**src/verilog/sysctrl_defs.svh**
```systemverilog
// Register numbers, field positions and constants of the system control register bank
`ifndef SYSCTRL_DEFS_SVH
`define SYSCTRL_DEFS_SVH

// Coprocessor register numbers
`define REG_IDENT          4'h0
`define REG_CONTROL        4'h1
`define REG_TABLE_BASE     4'h2
`define REG_DOMAIN         4'h3
`define REG_RESERVED       4'h4
`define REG_FAULT_STATUS   4'h5
`define REG_FAULT_ADDR     4'h6

// Secondary opcode selections on register zero
`define SEL_IDENT          3'h0
`define SEL_CACHE_TYPE     3'h1

// Identification word fields (values arbitrary, neutral)
`define IDENT_MAKER        8'h5A
`define IDENT_SPEC_REV     4'h3
`define IDENT_ARCH         4'h7
`define IDENT_PART         12'h123
`define IDENT_LAYOUT       4'h0

// Cache type word fields
`define CACHE_CTYPE        4'h6
`define CACHE_SEPARATE     1'h1
`define CACHE_DGEOM        12'h1A5
`define CACHE_IGEOM        12'h1A5

// Control register bit positions
`define CTL_MMU            0
`define CTL_ALIGN          1
`define CTL_DCACHE         2
`define CTL_BIG_END        7
`define CTL_SYS_PROT       8
`define CTL_ROM_PROT       9
`define CTL_ICACHE         12
`define CTL_HIGH_VEC       13
`define CTL_ROUND_ROBIN    14
`define CTL_NOT_FASTBUS    30
`define CTL_ASYNC_CLK      31

// Writable control bits and fixed-one bits read back
`define CTL_WR_MASK        32'hC000_7387
`define CTL_ONES           32'h0000_0078
`define CTL_RESET          32'h0000_0000

// Table base pointer mask, vectors, fault status width
`define TABLE_PTR_MASK     32'hFFFF_C000
`define VEC_LOW            32'h0000_0000
`define VEC_HIGH           32'hFFFF_0000
`define FAULT_STAT_MASK    32'h0000_00FF
`define RESET_WORD         32'h0000_0000

`endif

```
**src/verilog/sysctrl_pkg.sv**
```systemverilog
// Types shared by the system control register bank
package sysctrl_pkg;
    typedef enum logic [1:0] {
        CLK_FASTBUS,
        CLK_SYNC,
        CLK_RESERVED,
        CLK_ASYNC
    } clock_mode_e;

    typedef enum logic [1:0] {
        DOM_NO_ACCESS,
        DOM_CLIENT,
        DOM_RESERVED,
        DOM_MANAGER
    } domain_access_e;
endpackage
```
**src/verilog/domain_decode.sv**
```systemverilog
// Per-domain decode of the domain permission word
`include "sysctrl_defs.svh"
module domain_decode (
    // Permission word and domain under check
    input  wire logic [31:0] permWord,
    input  wire logic [3:0]  domainSel,
    // Decoded result
    output logic             domainFault,
    output logic             checkPerms,
    output logic [15:0]      managerMap
);
    import sysctrl_pkg::*;

    logic [1:0] field;

    // Field n sits at bits 2n+1..2n
    genvar gi;
    generate
        for (gi = 0; gi < 16; gi++) begin : g_dom
            assign managerMap[gi] = (permWord[2*gi+1 -: 2] == DOM_MANAGER);
        end
    endgenerate

    // Reserved code is treated as no access, the safe reading
    always_comb begin
        field       = permWord[{domainSel, 1'b1} -: 2];
        domainFault = (field == DOM_NO_ACCESS) || (field == DOM_RESERVED);
        checkPerms  = (field == DOM_CLIENT);
    end
endmodule

```
**src/verilog/sysctrl_coproc_mmu_regs.sv**
```systemverilog
// System control coprocessor register bank for the translation unit
`include "sysctrl_defs.svh"
module sysctrl_coproc_mmu_regs (
    // Clock and reset
    input  wire logic                     clk_sys,
    input  wire logic                     reset_n,
    // Coprocessor transfer port
    input  wire logic                     cpWrite,
    input  wire logic                     cpRead,
    input  wire logic [3:0]               cpReg,
    input  wire logic [2:0]               cpOp2,
    input  wire logic [31:0]              cpWdata,
    output logic [31:0]                   cpRdata,
    // Fault capture from the translation unit
    input  wire logic                     dataAbort,
    input  wire logic                     prefetchAbort,
    input  wire logic [3:0]               abortType,
    input  wire logic [3:0]               abortDomain,
    input  wire logic [31:0]              abortAddr,
    // Domain check request
    input  wire logic [3:0]               checkDomain,
    output logic                          domainFault,
    output logic                          checkPerms,
    output logic [15:0]                   managerMap,
    // Control outputs
    output logic                          mmuEnable,
    output logic                          alignCheck,
    output logic                          dcacheEnable,
    output logic                          icacheEnable,
    output logic                          bigEndian,
    output logic                          sysProtect,
    output logic                          romProtect,
    output logic [31:0]                   vectorBase,
    output logic                          roundRobin,
    output sysctrl_pkg::clock_mode_e      clockMode,
    output logic [31:0]                   tableBase,
    output logic [31:0]                   domainWord
);
    import sysctrl_pkg::*;

    logic [31:0] controlFf;
    logic [31:0] tableBaseFf;
    logic [31:0] domainFf;
    logic [31:0] faultStatusFf;
    logic [31:0] faultAddrFf;
    logic [31:0] nxt_rdata;
    logic [31:0] rdataFf;
    logic [31:0] identWord;
    logic [31:0] cacheWord;

    // Constant words read from register zero
    assign identWord = {`IDENT_MAKER, `IDENT_SPEC_REV, `IDENT_ARCH,
                        `IDENT_PART, `IDENT_LAYOUT};
    assign cacheWord = {3'h0, `CACHE_CTYPE, `CACHE_SEPARATE,
                        `CACHE_DGEOM, `CACHE_IGEOM};

    // Control register; only defined bits are kept
    always_ff @(posedge clk_sys or negedge reset_n) begin
        if (!reset_n) begin
            controlFf <= `CTL_RESET;
        end else if (cpWrite && cpReg == `REG_CONTROL) begin
            controlFf <= cpWdata & `CTL_WR_MASK;
        end
    end

    // Table base keeps the pointer bits only
    always_ff @(posedge clk_sys or negedge reset_n) begin
        if (!reset_n) begin
            tableBaseFf <= `RESET_WORD;
        end else if (cpWrite && cpReg == `REG_TABLE_BASE) begin
            tableBaseFf <= cpWdata & `TABLE_PTR_MASK;
        end
    end

    // Domain permission word
    always_ff @(posedge clk_sys or negedge reset_n) begin
        if (!reset_n) begin
            domainFf <= `RESET_WORD;
        end else if (cpWrite && cpReg == `REG_DOMAIN) begin
            domainFf <= cpWdata;
        end
    end

    // Fault status: a data abort in the same cycle wins over a write
    always_ff @(posedge clk_sys or negedge reset_n) begin
        if (!reset_n) begin
            faultStatusFf <= `RESET_WORD;
        end else if (dataAbort) begin
            faultStatusFf <= {24'h0, abortDomain, abortType};
        end else if (cpWrite && cpReg == `REG_FAULT_STATUS) begin
            faultStatusFf <= cpWdata & `FAULT_STAT_MASK;
        end
    end

    // Fault address: prefetch aborts never touch it
    always_ff @(posedge clk_sys or negedge reset_n) begin
        if (!reset_n) begin
            faultAddrFf <= `RESET_WORD;
        end else if (dataAbort) begin
            faultAddrFf <= abortAddr;
        end else if (cpWrite && cpReg == `REG_FAULT_ADDR) begin
            faultAddrFf <= cpWdata;
        end
    end

    // Read mux; register four and unknown numbers read zero
    always_comb begin
        nxt_rdata = `RESET_WORD;
        case (cpReg)
            `REG_IDENT: begin
                if (cpOp2 == `SEL_CACHE_TYPE) begin
                    nxt_rdata = cacheWord;
                end else begin
                    nxt_rdata = identWord;
                end
            end
            `REG_CONTROL:      nxt_rdata = controlFf | `CTL_ONES;
            `REG_TABLE_BASE:   nxt_rdata = tableBaseFf;
            `REG_DOMAIN:       nxt_rdata = domainFf;
            `REG_FAULT_STATUS: nxt_rdata = faultStatusFf;
            `REG_FAULT_ADDR:   nxt_rdata = faultAddrFf;
            default:           nxt_rdata = `RESET_WORD;
        endcase
    end

    // Read data registered one cycle after the read strobe
    always_ff @(posedge clk_sys or negedge reset_n) begin
        if (!reset_n) begin
            rdataFf <= `RESET_WORD;
        end else if (cpRead) begin
            rdataFf <= nxt_rdata;
        end
    end
    assign cpRdata = rdataFf;

    // Control fan-out to the core and caches
    assign mmuEnable    = controlFf[`CTL_MMU];
    assign alignCheck   = controlFf[`CTL_ALIGN];
    assign dcacheEnable = controlFf[`CTL_DCACHE];
    assign icacheEnable = controlFf[`CTL_ICACHE];
    assign bigEndian    = controlFf[`CTL_BIG_END];
    assign sysProtect   = controlFf[`CTL_SYS_PROT];
    assign romProtect   = controlFf[`CTL_ROM_PROT];
    assign roundRobin   = controlFf[`CTL_ROUND_ROBIN];
    assign vectorBase   = controlFf[`CTL_HIGH_VEC] ? `VEC_HIGH : `VEC_LOW;
    // Reserved code passes through as written; software must avoid it
    assign clockMode    = clock_mode_e'(controlFf[`CTL_ASYNC_CLK:`CTL_NOT_FASTBUS]);
    assign tableBase    = tableBaseFf;
    assign domainWord   = domainFf;

    // Domain decode for the translation unit
    domain_decode u_domain (
        .permWord    (domainFf),
        .domainSel   (checkDomain),
        .domainFault (domainFault),
        .checkPerms  (checkPerms),
        .managerMap  (managerMap)
    );

    // Reset, register zero and read-data hold checks
    ctl_reset_a: assert property (@(posedge clk_sys)
        $rose(reset_n) |-> !mmuEnable && !alignCheck && !dcacheEnable && !icacheEnable
                           && !bigEndian && vectorBase == `VEC_LOW)
        else $error("control not cleared after reset");
    cache_read_a: assert property (@(posedge clk_sys) disable iff (!reset_n)
        cpRead && cpReg == `REG_IDENT && cpOp2 == `SEL_CACHE_TYPE
        |=> cpRdata[31:29] == 3'h0 && cpRdata[24])
        else $error("cache type word wrong");
    cache_geom_a: assert property (@(posedge clk_sys) disable iff (!reset_n)
        cpRead && cpReg == `REG_IDENT && cpOp2 == `SEL_CACHE_TYPE
        |=> cpRdata[28:25] == `CACHE_CTYPE
            && cpRdata[23:0] == {`CACHE_DGEOM, `CACHE_IGEOM})
        else $error("cache geometry fields wrong");
    ident_read_a: assert property (@(posedge clk_sys) disable iff (!reset_n)
        cpRead && cpReg == `REG_IDENT && cpOp2 == `SEL_IDENT
        |=> cpRdata[31:24] == `IDENT_MAKER && cpRdata[19:16] == `IDENT_ARCH)
        else $error("identification word wrong");
    ident_default_a: assert property (@(posedge clk_sys) disable iff (!reset_n)
        cpRead && cpReg == `REG_IDENT && cpOp2 != `SEL_CACHE_TYPE
        |=> cpRdata[23:20] == `IDENT_SPEC_REV)
        else $error("other opcode values not reading identification");
    rdata_hold_a: assert property (@(posedge clk_sys) disable iff (!reset_n)
        !cpRead |=> $stable(cpRdata))
        else $error("read data moved without a read");

    // Control register checks
    mmu_bits_a: assert property (@(posedge clk_sys) disable iff (!reset_n)
        cpWrite && cpReg == `REG_CONTROL
        |=> mmuEnable == $past(cpWdata[`CTL_MMU])
            && alignCheck == $past(cpWdata[`CTL_ALIGN]))
        else $error("translation or alignment enable wrong");
    cache_bits_a: assert property (@(posedge clk_sys) disable iff (!reset_n)
        cpWrite && cpReg == `REG_CONTROL
        |=> dcacheEnable == $past(cpWdata[`CTL_DCACHE])
            && icacheEnable == $past(cpWdata[`CTL_ICACHE]))
        else $error("cache enable wrong");
    endian_bit_a: assert property (@(posedge clk_sys) disable iff (!reset_n)
        cpWrite && cpReg == `REG_CONTROL
        |=> bigEndian == $past(cpWdata[`CTL_BIG_END]))
        else $error("byte order wrong");
    protect_bits_a: assert property (@(posedge clk_sys) disable iff (!reset_n)
        cpWrite && cpReg == `REG_CONTROL
        |=> sysProtect == $past(cpWdata[`CTL_SYS_PROT])
            && romProtect == $past(cpWdata[`CTL_ROM_PROT]))
        else $error("protection bits wrong");
    vec_high_a: assert property (@(posedge clk_sys) disable iff (!reset_n)
        cpWrite && cpReg == `REG_CONTROL && cpWdata[`CTL_HIGH_VEC]
        |=> vectorBase == `VEC_HIGH
            && roundRobin == $past(cpWdata[`CTL_ROUND_ROBIN]))
        else $error("vector base not high");
    vec_low_a: assert property (@(posedge clk_sys) disable iff (!reset_n)
        cpWrite && cpReg == `REG_CONTROL && !cpWdata[`CTL_HIGH_VEC]
        |=> vectorBase == `VEC_LOW)
        else $error("vector base not low");
    clock_mode_a: assert property (@(posedge clk_sys) disable iff (!reset_n)
        cpWrite && cpReg == `REG_CONTROL
        |=> clockMode == $past(cpWdata[`CTL_ASYNC_CLK:`CTL_NOT_FASTBUS]))
        else $error("clocking mode wrong");
    ctl_hold_a: assert property (@(posedge clk_sys) disable iff (!reset_n)
        !(cpWrite && cpReg == `REG_CONTROL) |=> $stable(controlFf))
        else $error("control changed without a write");

    // Table base and domain checks
    table_load_a: assert property (@(posedge clk_sys) disable iff (!reset_n)
        cpWrite && cpReg == `REG_TABLE_BASE
        |=> tableBase == ($past(cpWdata) & `TABLE_PTR_MASK))
        else $error("table base not loaded");
    table_read_a: assert property (@(posedge clk_sys) disable iff (!reset_n)
        cpRead && cpReg == `REG_TABLE_BASE |=> cpRdata == $past(tableBase))
        else $error("table base read wrong");
    domain_load_a: assert property (@(posedge clk_sys) disable iff (!reset_n)
        cpWrite && cpReg == `REG_DOMAIN |=> domainWord == $past(cpWdata))
        else $error("domain word not loaded");
    manager_bit_a: assert property (@(posedge clk_sys) disable iff (!reset_n)
        managerMap[checkDomain] == (domainWord[{checkDomain, 1'b0} +: 2] == 2'h3))
        else $error("manager map wrong");
    dom_fault_a: assert property (@(posedge clk_sys) disable iff (!reset_n)
        domainWord[{checkDomain, 1'b0} +: 2] == 2'h0 |-> domainFault && !checkPerms)
        else $error("no-access domain not faulting");
    dom_client_a: assert property (@(posedge clk_sys) disable iff (!reset_n)
        domainWord[{checkDomain, 1'b0} +: 2] == 2'h1 |-> !domainFault && checkPerms)
        else $error("client domain not checked");
    dom_manager_a: assert property (@(posedge clk_sys) disable iff (!reset_n)
        domainWord[{checkDomain, 1'b0} +: 2] == 2'h3 |-> !domainFault && !checkPerms)
        else $error("manager domain still checked");
    dom_reserved_a: assert property (@(posedge clk_sys) disable iff (!reset_n)
        domainWord[{checkDomain, 1'b0} +: 2] == 2'h2 |-> domainFault && !checkPerms)
        else $error("reserved domain not faulting");

    // Fault capture checks
    fault_cap_a: assert property (@(posedge clk_sys) disable iff (!reset_n)
        dataAbort |=> faultAddrFf == $past(abortAddr)
                      && faultStatusFf[7:4] == $past(abortDomain))
        else $error("data fault not captured");
    fault_type_a: assert property (@(posedge clk_sys) disable iff (!reset_n)
        dataAbort |=> faultStatusFf[3:0] == $past(abortType)
                      && faultStatusFf[31:8] == 24'h0)
        else $error("fault type not captured");
    status_hold_a: assert property (@(posedge clk_sys) disable iff (!reset_n)
        !dataAbort && !(cpWrite && cpReg == `REG_FAULT_STATUS) |=> $stable(faultStatusFf))
        else $error("fault status moved without cause");
    prefetch_hold_a: assert property (@(posedge clk_sys) disable iff (!reset_n)
        prefetchAbort && !dataAbort && !cpWrite |=> $stable(faultAddrFf))
        else $error("fault address moved on prefetch");
    addr_hold_a: assert property (@(posedge clk_sys) disable iff (!reset_n)
        !dataAbort && !(cpWrite && cpReg == `REG_FAULT_ADDR) |=> $stable(faultAddrFf))
        else $error("fault address moved without cause");
    status_write_a: assert property (@(posedge clk_sys) disable iff (!reset_n)
        cpWrite && cpReg == `REG_FAULT_STATUS && !dataAbort
        ##1 !dataAbort && !cpWrite
        |=> faultStatusFf[7:0] == $past(cpWdata[7:0], 2))
        else $error("fault status write lost");
    addr_write_a: assert property (@(posedge clk_sys) disable iff (!reset_n)
        cpWrite && cpReg == `REG_FAULT_ADDR && !dataAbort
        |=> faultAddrFf == $past(cpWdata))
        else $error("fault address write lost");

    // Main scenarios
    abort_c: cover property (@(posedge clk_sys) disable iff (!reset_n) dataAbort);
    mmu_on_c: cover property (@(posedge clk_sys) disable iff (!reset_n) $rose(mmuEnable));
    cache_rd_c: cover property (@(posedge clk_sys) disable iff (!reset_n)
        cpRead && cpReg == `REG_IDENT && cpOp2 == `SEL_CACHE_TYPE);
    manager_c: cover property (@(posedge clk_sys) disable iff (!reset_n) managerMap != 16'h0);
endmodule

```
**config.mk**
```make
export PLATFORM = sky130hd
export DESIGN_NAME = sysctrl_coproc_mmu_regs
export DESIGN_NICKNAME = d
export VERILOG_FILES = /design/src/verilog/sysctrl_pkg.sv /design/src/verilog/domain_decode.sv /design/src/verilog/sysctrl_coproc_mmu_regs.sv
export VERILOG_INCLUDE_DIRS = /design/src /design/src/verilog
export SDC_FILE = /design/constraint.sdc
export NUM_CORES = 1
export LEC_CHECK = 0
export BUFFER_PORTS_ARGS = -buffer_cell sky130_fd_sc_hd__buf_4
export CAP_MARGIN = 20
export CORE_MARGIN = 1.5
export CORE_UTILIZATION = 50
export DETAILED_ROUTE_END_ITERATION = 6
export HOLD_SLACK_MARGIN = 0.1
export MAX_ROUTING_LAYER = met4
export PLACE_DENSITY = 0.82
export SLEW_MARGIN = 20
export SYNTH_ARGS = -nofsm -noshare
export SYNTH_HDL_FRONTEND = slang
export SYNTH_HIERARCHICAL = 1
export SYNTH_SLANG_ARGS = --single-unit
export TNS_END_PERCENT = 100
```
**constraint.sdc**
```tcl
create_clock -name clk_sys -period 2 [get_ports clk_sys]
set_input_delay 0.4 -clock clk_sys [delete_from_list [all_inputs] [get_ports clk_sys]]
set_output_delay 0.4 -clock clk_sys [all_outputs]
set_load 0.05 [all_outputs]
```
==> summary.txt <==
========================================================================================
Weighted congestion at the end of routability-driven global placement .....       0.8829
# diodes ..................................................................            0
H-tree levels .............................................................            4
Die area ..................................................................    14570 um2
Core Box Area .............................................................    13400 um2
Slowest cell on the critical path ......................................... sky130_fd_sc_hd__mux4_2
Biggest cell delay along the critical path ................................      0.48 ns
Average wire per cell in the routed design ................................     22.54 um
Number of I/O pins ........................................................          245
Via count of the first global-routing pass ................................         5975
Worst EP required .........................................................      1.60 ns
Type of element launching the critical path ...............................    flip-flop
Clock sink total ..........................................................          133
Final period demand of the worst path .....................................     2.323 ns
Number of buffers added by the clock tree synthesis step ..................           17
Buffer cell driving the clock tree root ................................... sky130_fd_sc_hd__clkbuf_16
DRC violations left .......................................................            0
Buffers and inverters on the worst path ...................................            1
Setup violation total in the final timing report ..........................            2
Distinct cell type count after synthesis ..................................           53
Cell types with the highest counts after synthesis ........................ 133 x sky130_fd_sc_hd__dfrtp_1, 73 x sky130_fd_sc_hd__mux2_2, 54 x sky130_fd_sc_hd__buf_4, 46 x sky130_fd_sc_hd__mux2i_1, 42 x sky130_fd_sc_hd__nand2_1
Leakage ...................................................................     4.678 nW
Number of filler cells placed in the layout ...............................          959
Share of flip-flops with an asynchronous set or reset .....................       100.0%
Overall Global Routing Usage ..............................................       32.59%
Worst Setup Slack, final ..................................................   -0.3229 ns
WP data arrival ...........................................................      1.92 ns
Sequential share of the synthesized area ..................................       48.03%
Worst slew margin relative to its limit ...................................       66.37%
Switching part of the total ...............................................       39.02%
Flip-flop cell with the highest count after synthesis ..................... sky130_fd_sc_hd__dfrtp_1
Number of antenna violations at the first check in global routing .........            0
Via density per instance ..................................................        5.960
Share of power burned in combinational logic ..............................        38.1%
Post-synth top area cell .................................................. sky130_fd_sc_hd__dfrtp_1
Seq pwr share .............................................................        32.3%
Crit. End Element .........................................................   output pin
Clk network pwr share .....................................................        29.6%
CTS clk-pin slew, worst paths .............................................      0.06 ns
Die Span X ................................................................     120.7 um
Cells after Synth .........................................................          586
Final number of max-transition violations .................................            0
Standard-cell row count ...................................................           42
Power density relative to cell area .......................................  1132 nW/um2
Hold violation total from the final report ................................            0
DR vias ...................................................................         5978
Top cell type's share of synthesized area .................................       48.03%
Most area-consuming cells after synthesis ................................. sky130_fd_sc_hd__dfrtp_1 48%, sky130_fd_sc_hd__mux2_2 12%, sky130_fd_sc_hd__mux2i_1 6.6%, sky130_fd_sc_hd__buf_4 5.9%, sky130_fd_sc_hd__o2bb2ai_1 3.9%
Vertical die dimension ....................................................     120.7 um
Number of DRC markers after the initial detailed-route iteration ..........          620
Max FO, Critical Path .....................................................            2
Max-cap check violation count .............................................            0
CP cell instances ......................................................... mux4_2, a22oi_2, and3_4, nor2_4, buf_8
Gate family responsible for the most delay along the worst path ........... multiplexers
Maximum number of pins on one net before global-route repair ..............           47
Post-place setup slack ....................................................   -0.1573 ns
Clock latency on the worst-skew pair ......................................      0.43 ns
First-pass GRT wire length ................................................     34.27 mm
Launch point of the worst reg-to-reg path ................................. domainWord[30]
Hold slack final ..........................................................    0.1817 ns
Post-Synthesis Mean Instance Area .........................................    11.82 um2
Most frequent cell after synthesis ........................................ sky130_fd_sc_hd__dfrtp_1
Number of nets at the end of the flow .....................................          903
Total grt overflow ........................................................            0
Yosys warning total .......................................................            6
Status .................................................................... finished with violations
DP Wirelength .............................................................     15.89 mm
FMAX ......................................................................    430.5 MHz
Peak VDD IR ...............................................................  0.0007238 V
Violated checks ........................................................... negative setup slack
Setup repair after global routing missed its margin .......................         true
Period Utilization, post-route ............................................       116.1%
Initial core utilization ..................................................       51.71%
Number of cells in the finished layout apart from fillers .................         1003
Area taken by multi-input logic gates .....................................     3143 um2
Area occupied by registers ................................................     3366 um2
Post-synthesis instance area ..............................................     6929 um2
Clock tree from TritonCTS .................................................         done
Slew @ Worst Pin ..........................................................    0.5045 ns
Worst Skew ................................................................  0.006735 ns
Internal Pwr Total ........................................................     6.513 mW
Placed Cells incl. Taps ...................................................          965
Area delta synth->final ...................................................       36.15%
Hold Crit Class ........................................................... primary input to flip-flop
Share of final-layout standard cells stronger than drive strength 1 .......       50.42%
Critical path class ....................................................... flip-flop to output pin
Max Root-Sink Buffers .....................................................            2
Total wire length .........................................................     22.61 mm
Total net switching power .................................................     4.167 mW
Source of the worst hold timing path ...................................... abortAddr[27]
Number of flops mapped to enable cells by yosys ...........................            0
Register bit count reported by yosys ......................................          133
Beginning of the critical path ............................................ domainWord[10]
Number of search-and-repair iterations in the first detailed-routing pass .            5
Number of port buffers ....................................................          213
Post-detailed-route count of antenna-violating nets .......................            0
========================================================================================
==> tightest hold or removal path, stage by stage <==
cell and delay (ns):
sky130_fd_sc_hd__buf_4 0.08, sky130_fd_sc_hd__nand2_1 0.04, sky130_fd_sc_hd__o21ai_0 0.05
==> path summary, 6_finish.rpt <==
path                                         to  depth (start not counted)  slack, ns
worst max-delay path                 checkPerms                          5      -0.32
worst min-delay path            faultAddrFf[27]                          3       0.18
worst max register to register      cpRdata[30]                          4       0.61
worst min register to register       cpRdata[1]                          1       0.49
max in group asynchronous        domainWord[22]                          3       0.86
min in group asynchronous         tableBase[22]                          2       0.48
==> power groups by stage <==
| stage | Sequential, mW | Combinational (mW) | Clock [mW] |
|---|---|---|---|
| 4_1_cts | 3.45 | 4.03 | 3.18 |
| 5_1_grt | 3.49 | 4.21 | 3.29 |
| 6_report | 3.45 | 4.07 | 3.16 |
| 2_1_floorplan | 4.54 | 1.56 | 0 |
| 3_5_place_dp | 3.50 | 3.97 | 0 |
| 3_3_place_gp | 3.46 | 3.92 | 0 |
==> flip-flops by register name, summed over array words and instances (netlist names) <==
register,cells
faultAddrFf,32
cpRdata,32
tableBase,18
controlFf,11
domainWord,32
faultStatusFf,8
==> logic make-up after synthesis <==
kind of cell | after synthesis | share of synthesized area (%)
AOI/OAI and AO/OA | 124 | 13.27
buffers and inverters | 92 | 8.613
DFF | 133 | 48.03
muxes | 129 | 21.65
other | 1 | 0.05412
and+or+nand+nor | 107 | 8.379
==> layout by cell type, fill, tap and decap left out, types with 10 or more instances in the layout <==
cell                        synthesis  layout
sky130_fd_sc_hd__a221oi_1          11      11
sky130_fd_sc_hd__a22oi_1           14      13
sky130_fd_sc_hd__and2_1            17      17
sky130_fd_sc_hd__buf_4             54     258
sky130_fd_sc_hd__clkbuf_16          0      17
sky130_fd_sc_hd__conb_1             1      30
sky130_fd_sc_hd__dfrtp_1          133     103
sky130_fd_sc_hd__dfrtp_2            0      30
sky130_fd_sc_hd__mux2_2            73      73
sky130_fd_sc_hd__mux2i_1           46      46
sky130_fd_sc_hd__nand2_1           42      42
sky130_fd_sc_hd__nor2b_1           10      10
sky130_fd_sc_hd__o21ai_0           33      33
sky130_fd_sc_hd__o21ai_1           11      11
sky130_fd_sc_hd__o2bb2ai_1         31      31
==> layout make-up <==
| type | count | share of cell area [%] |
|---|---|---|
| Clock buffer | 21 | 4.881 |
| Clock inverter | 11 | 1.406 |
| Inverter | 5 | 0.1989 |
| Multi-Input combinational cell | 390 | 33.32 |
| Sequential cell | 133 | 35.68 |
| Tap cell | 176 | 2.334 |
| Timing Repair Buffer | 267 | 22.19 |
==> repair_timing <==
| action | in CTS | in global routing |
|---|---|---|
| pin swaps | 3 | 1 |
| resized for setup | 4 | 1 |
| endpoints found under the setup margin | 2 | 2 |
| hold buffers | 1 | 0 |
| endpoints found under the hold margin | 30 | 0 |
| setup buffers | 2 | 3 |
==> metrics by stage <==
step	power (mW)	setup TNS [ns]	utilization, %	instance area, um2
3_5_place_dp	7.463	-0.2594	65.46	8772
4_1_cts	10.66	-0.6431	70.20	9407
3_3_place_gp	7.386	-0.2678	65.46	8772
5_1_grt	11.00	-0.6588	70.40	9434
2_1_floorplan	6.101	0	-	7087
6_report	10.68	-0.6126	70.40	9434
==> routing by layer <==
metal,track usage [%],part of all wire [%],up-vias
met2,52.77,50,368
met5,-,0,-
met3,6.934,8.5,49
li1,-,-,2547
met4,13.01,2.6,0
met1,40.14,39,3014
Note: power is estimated with default switching activity, not from simulation.
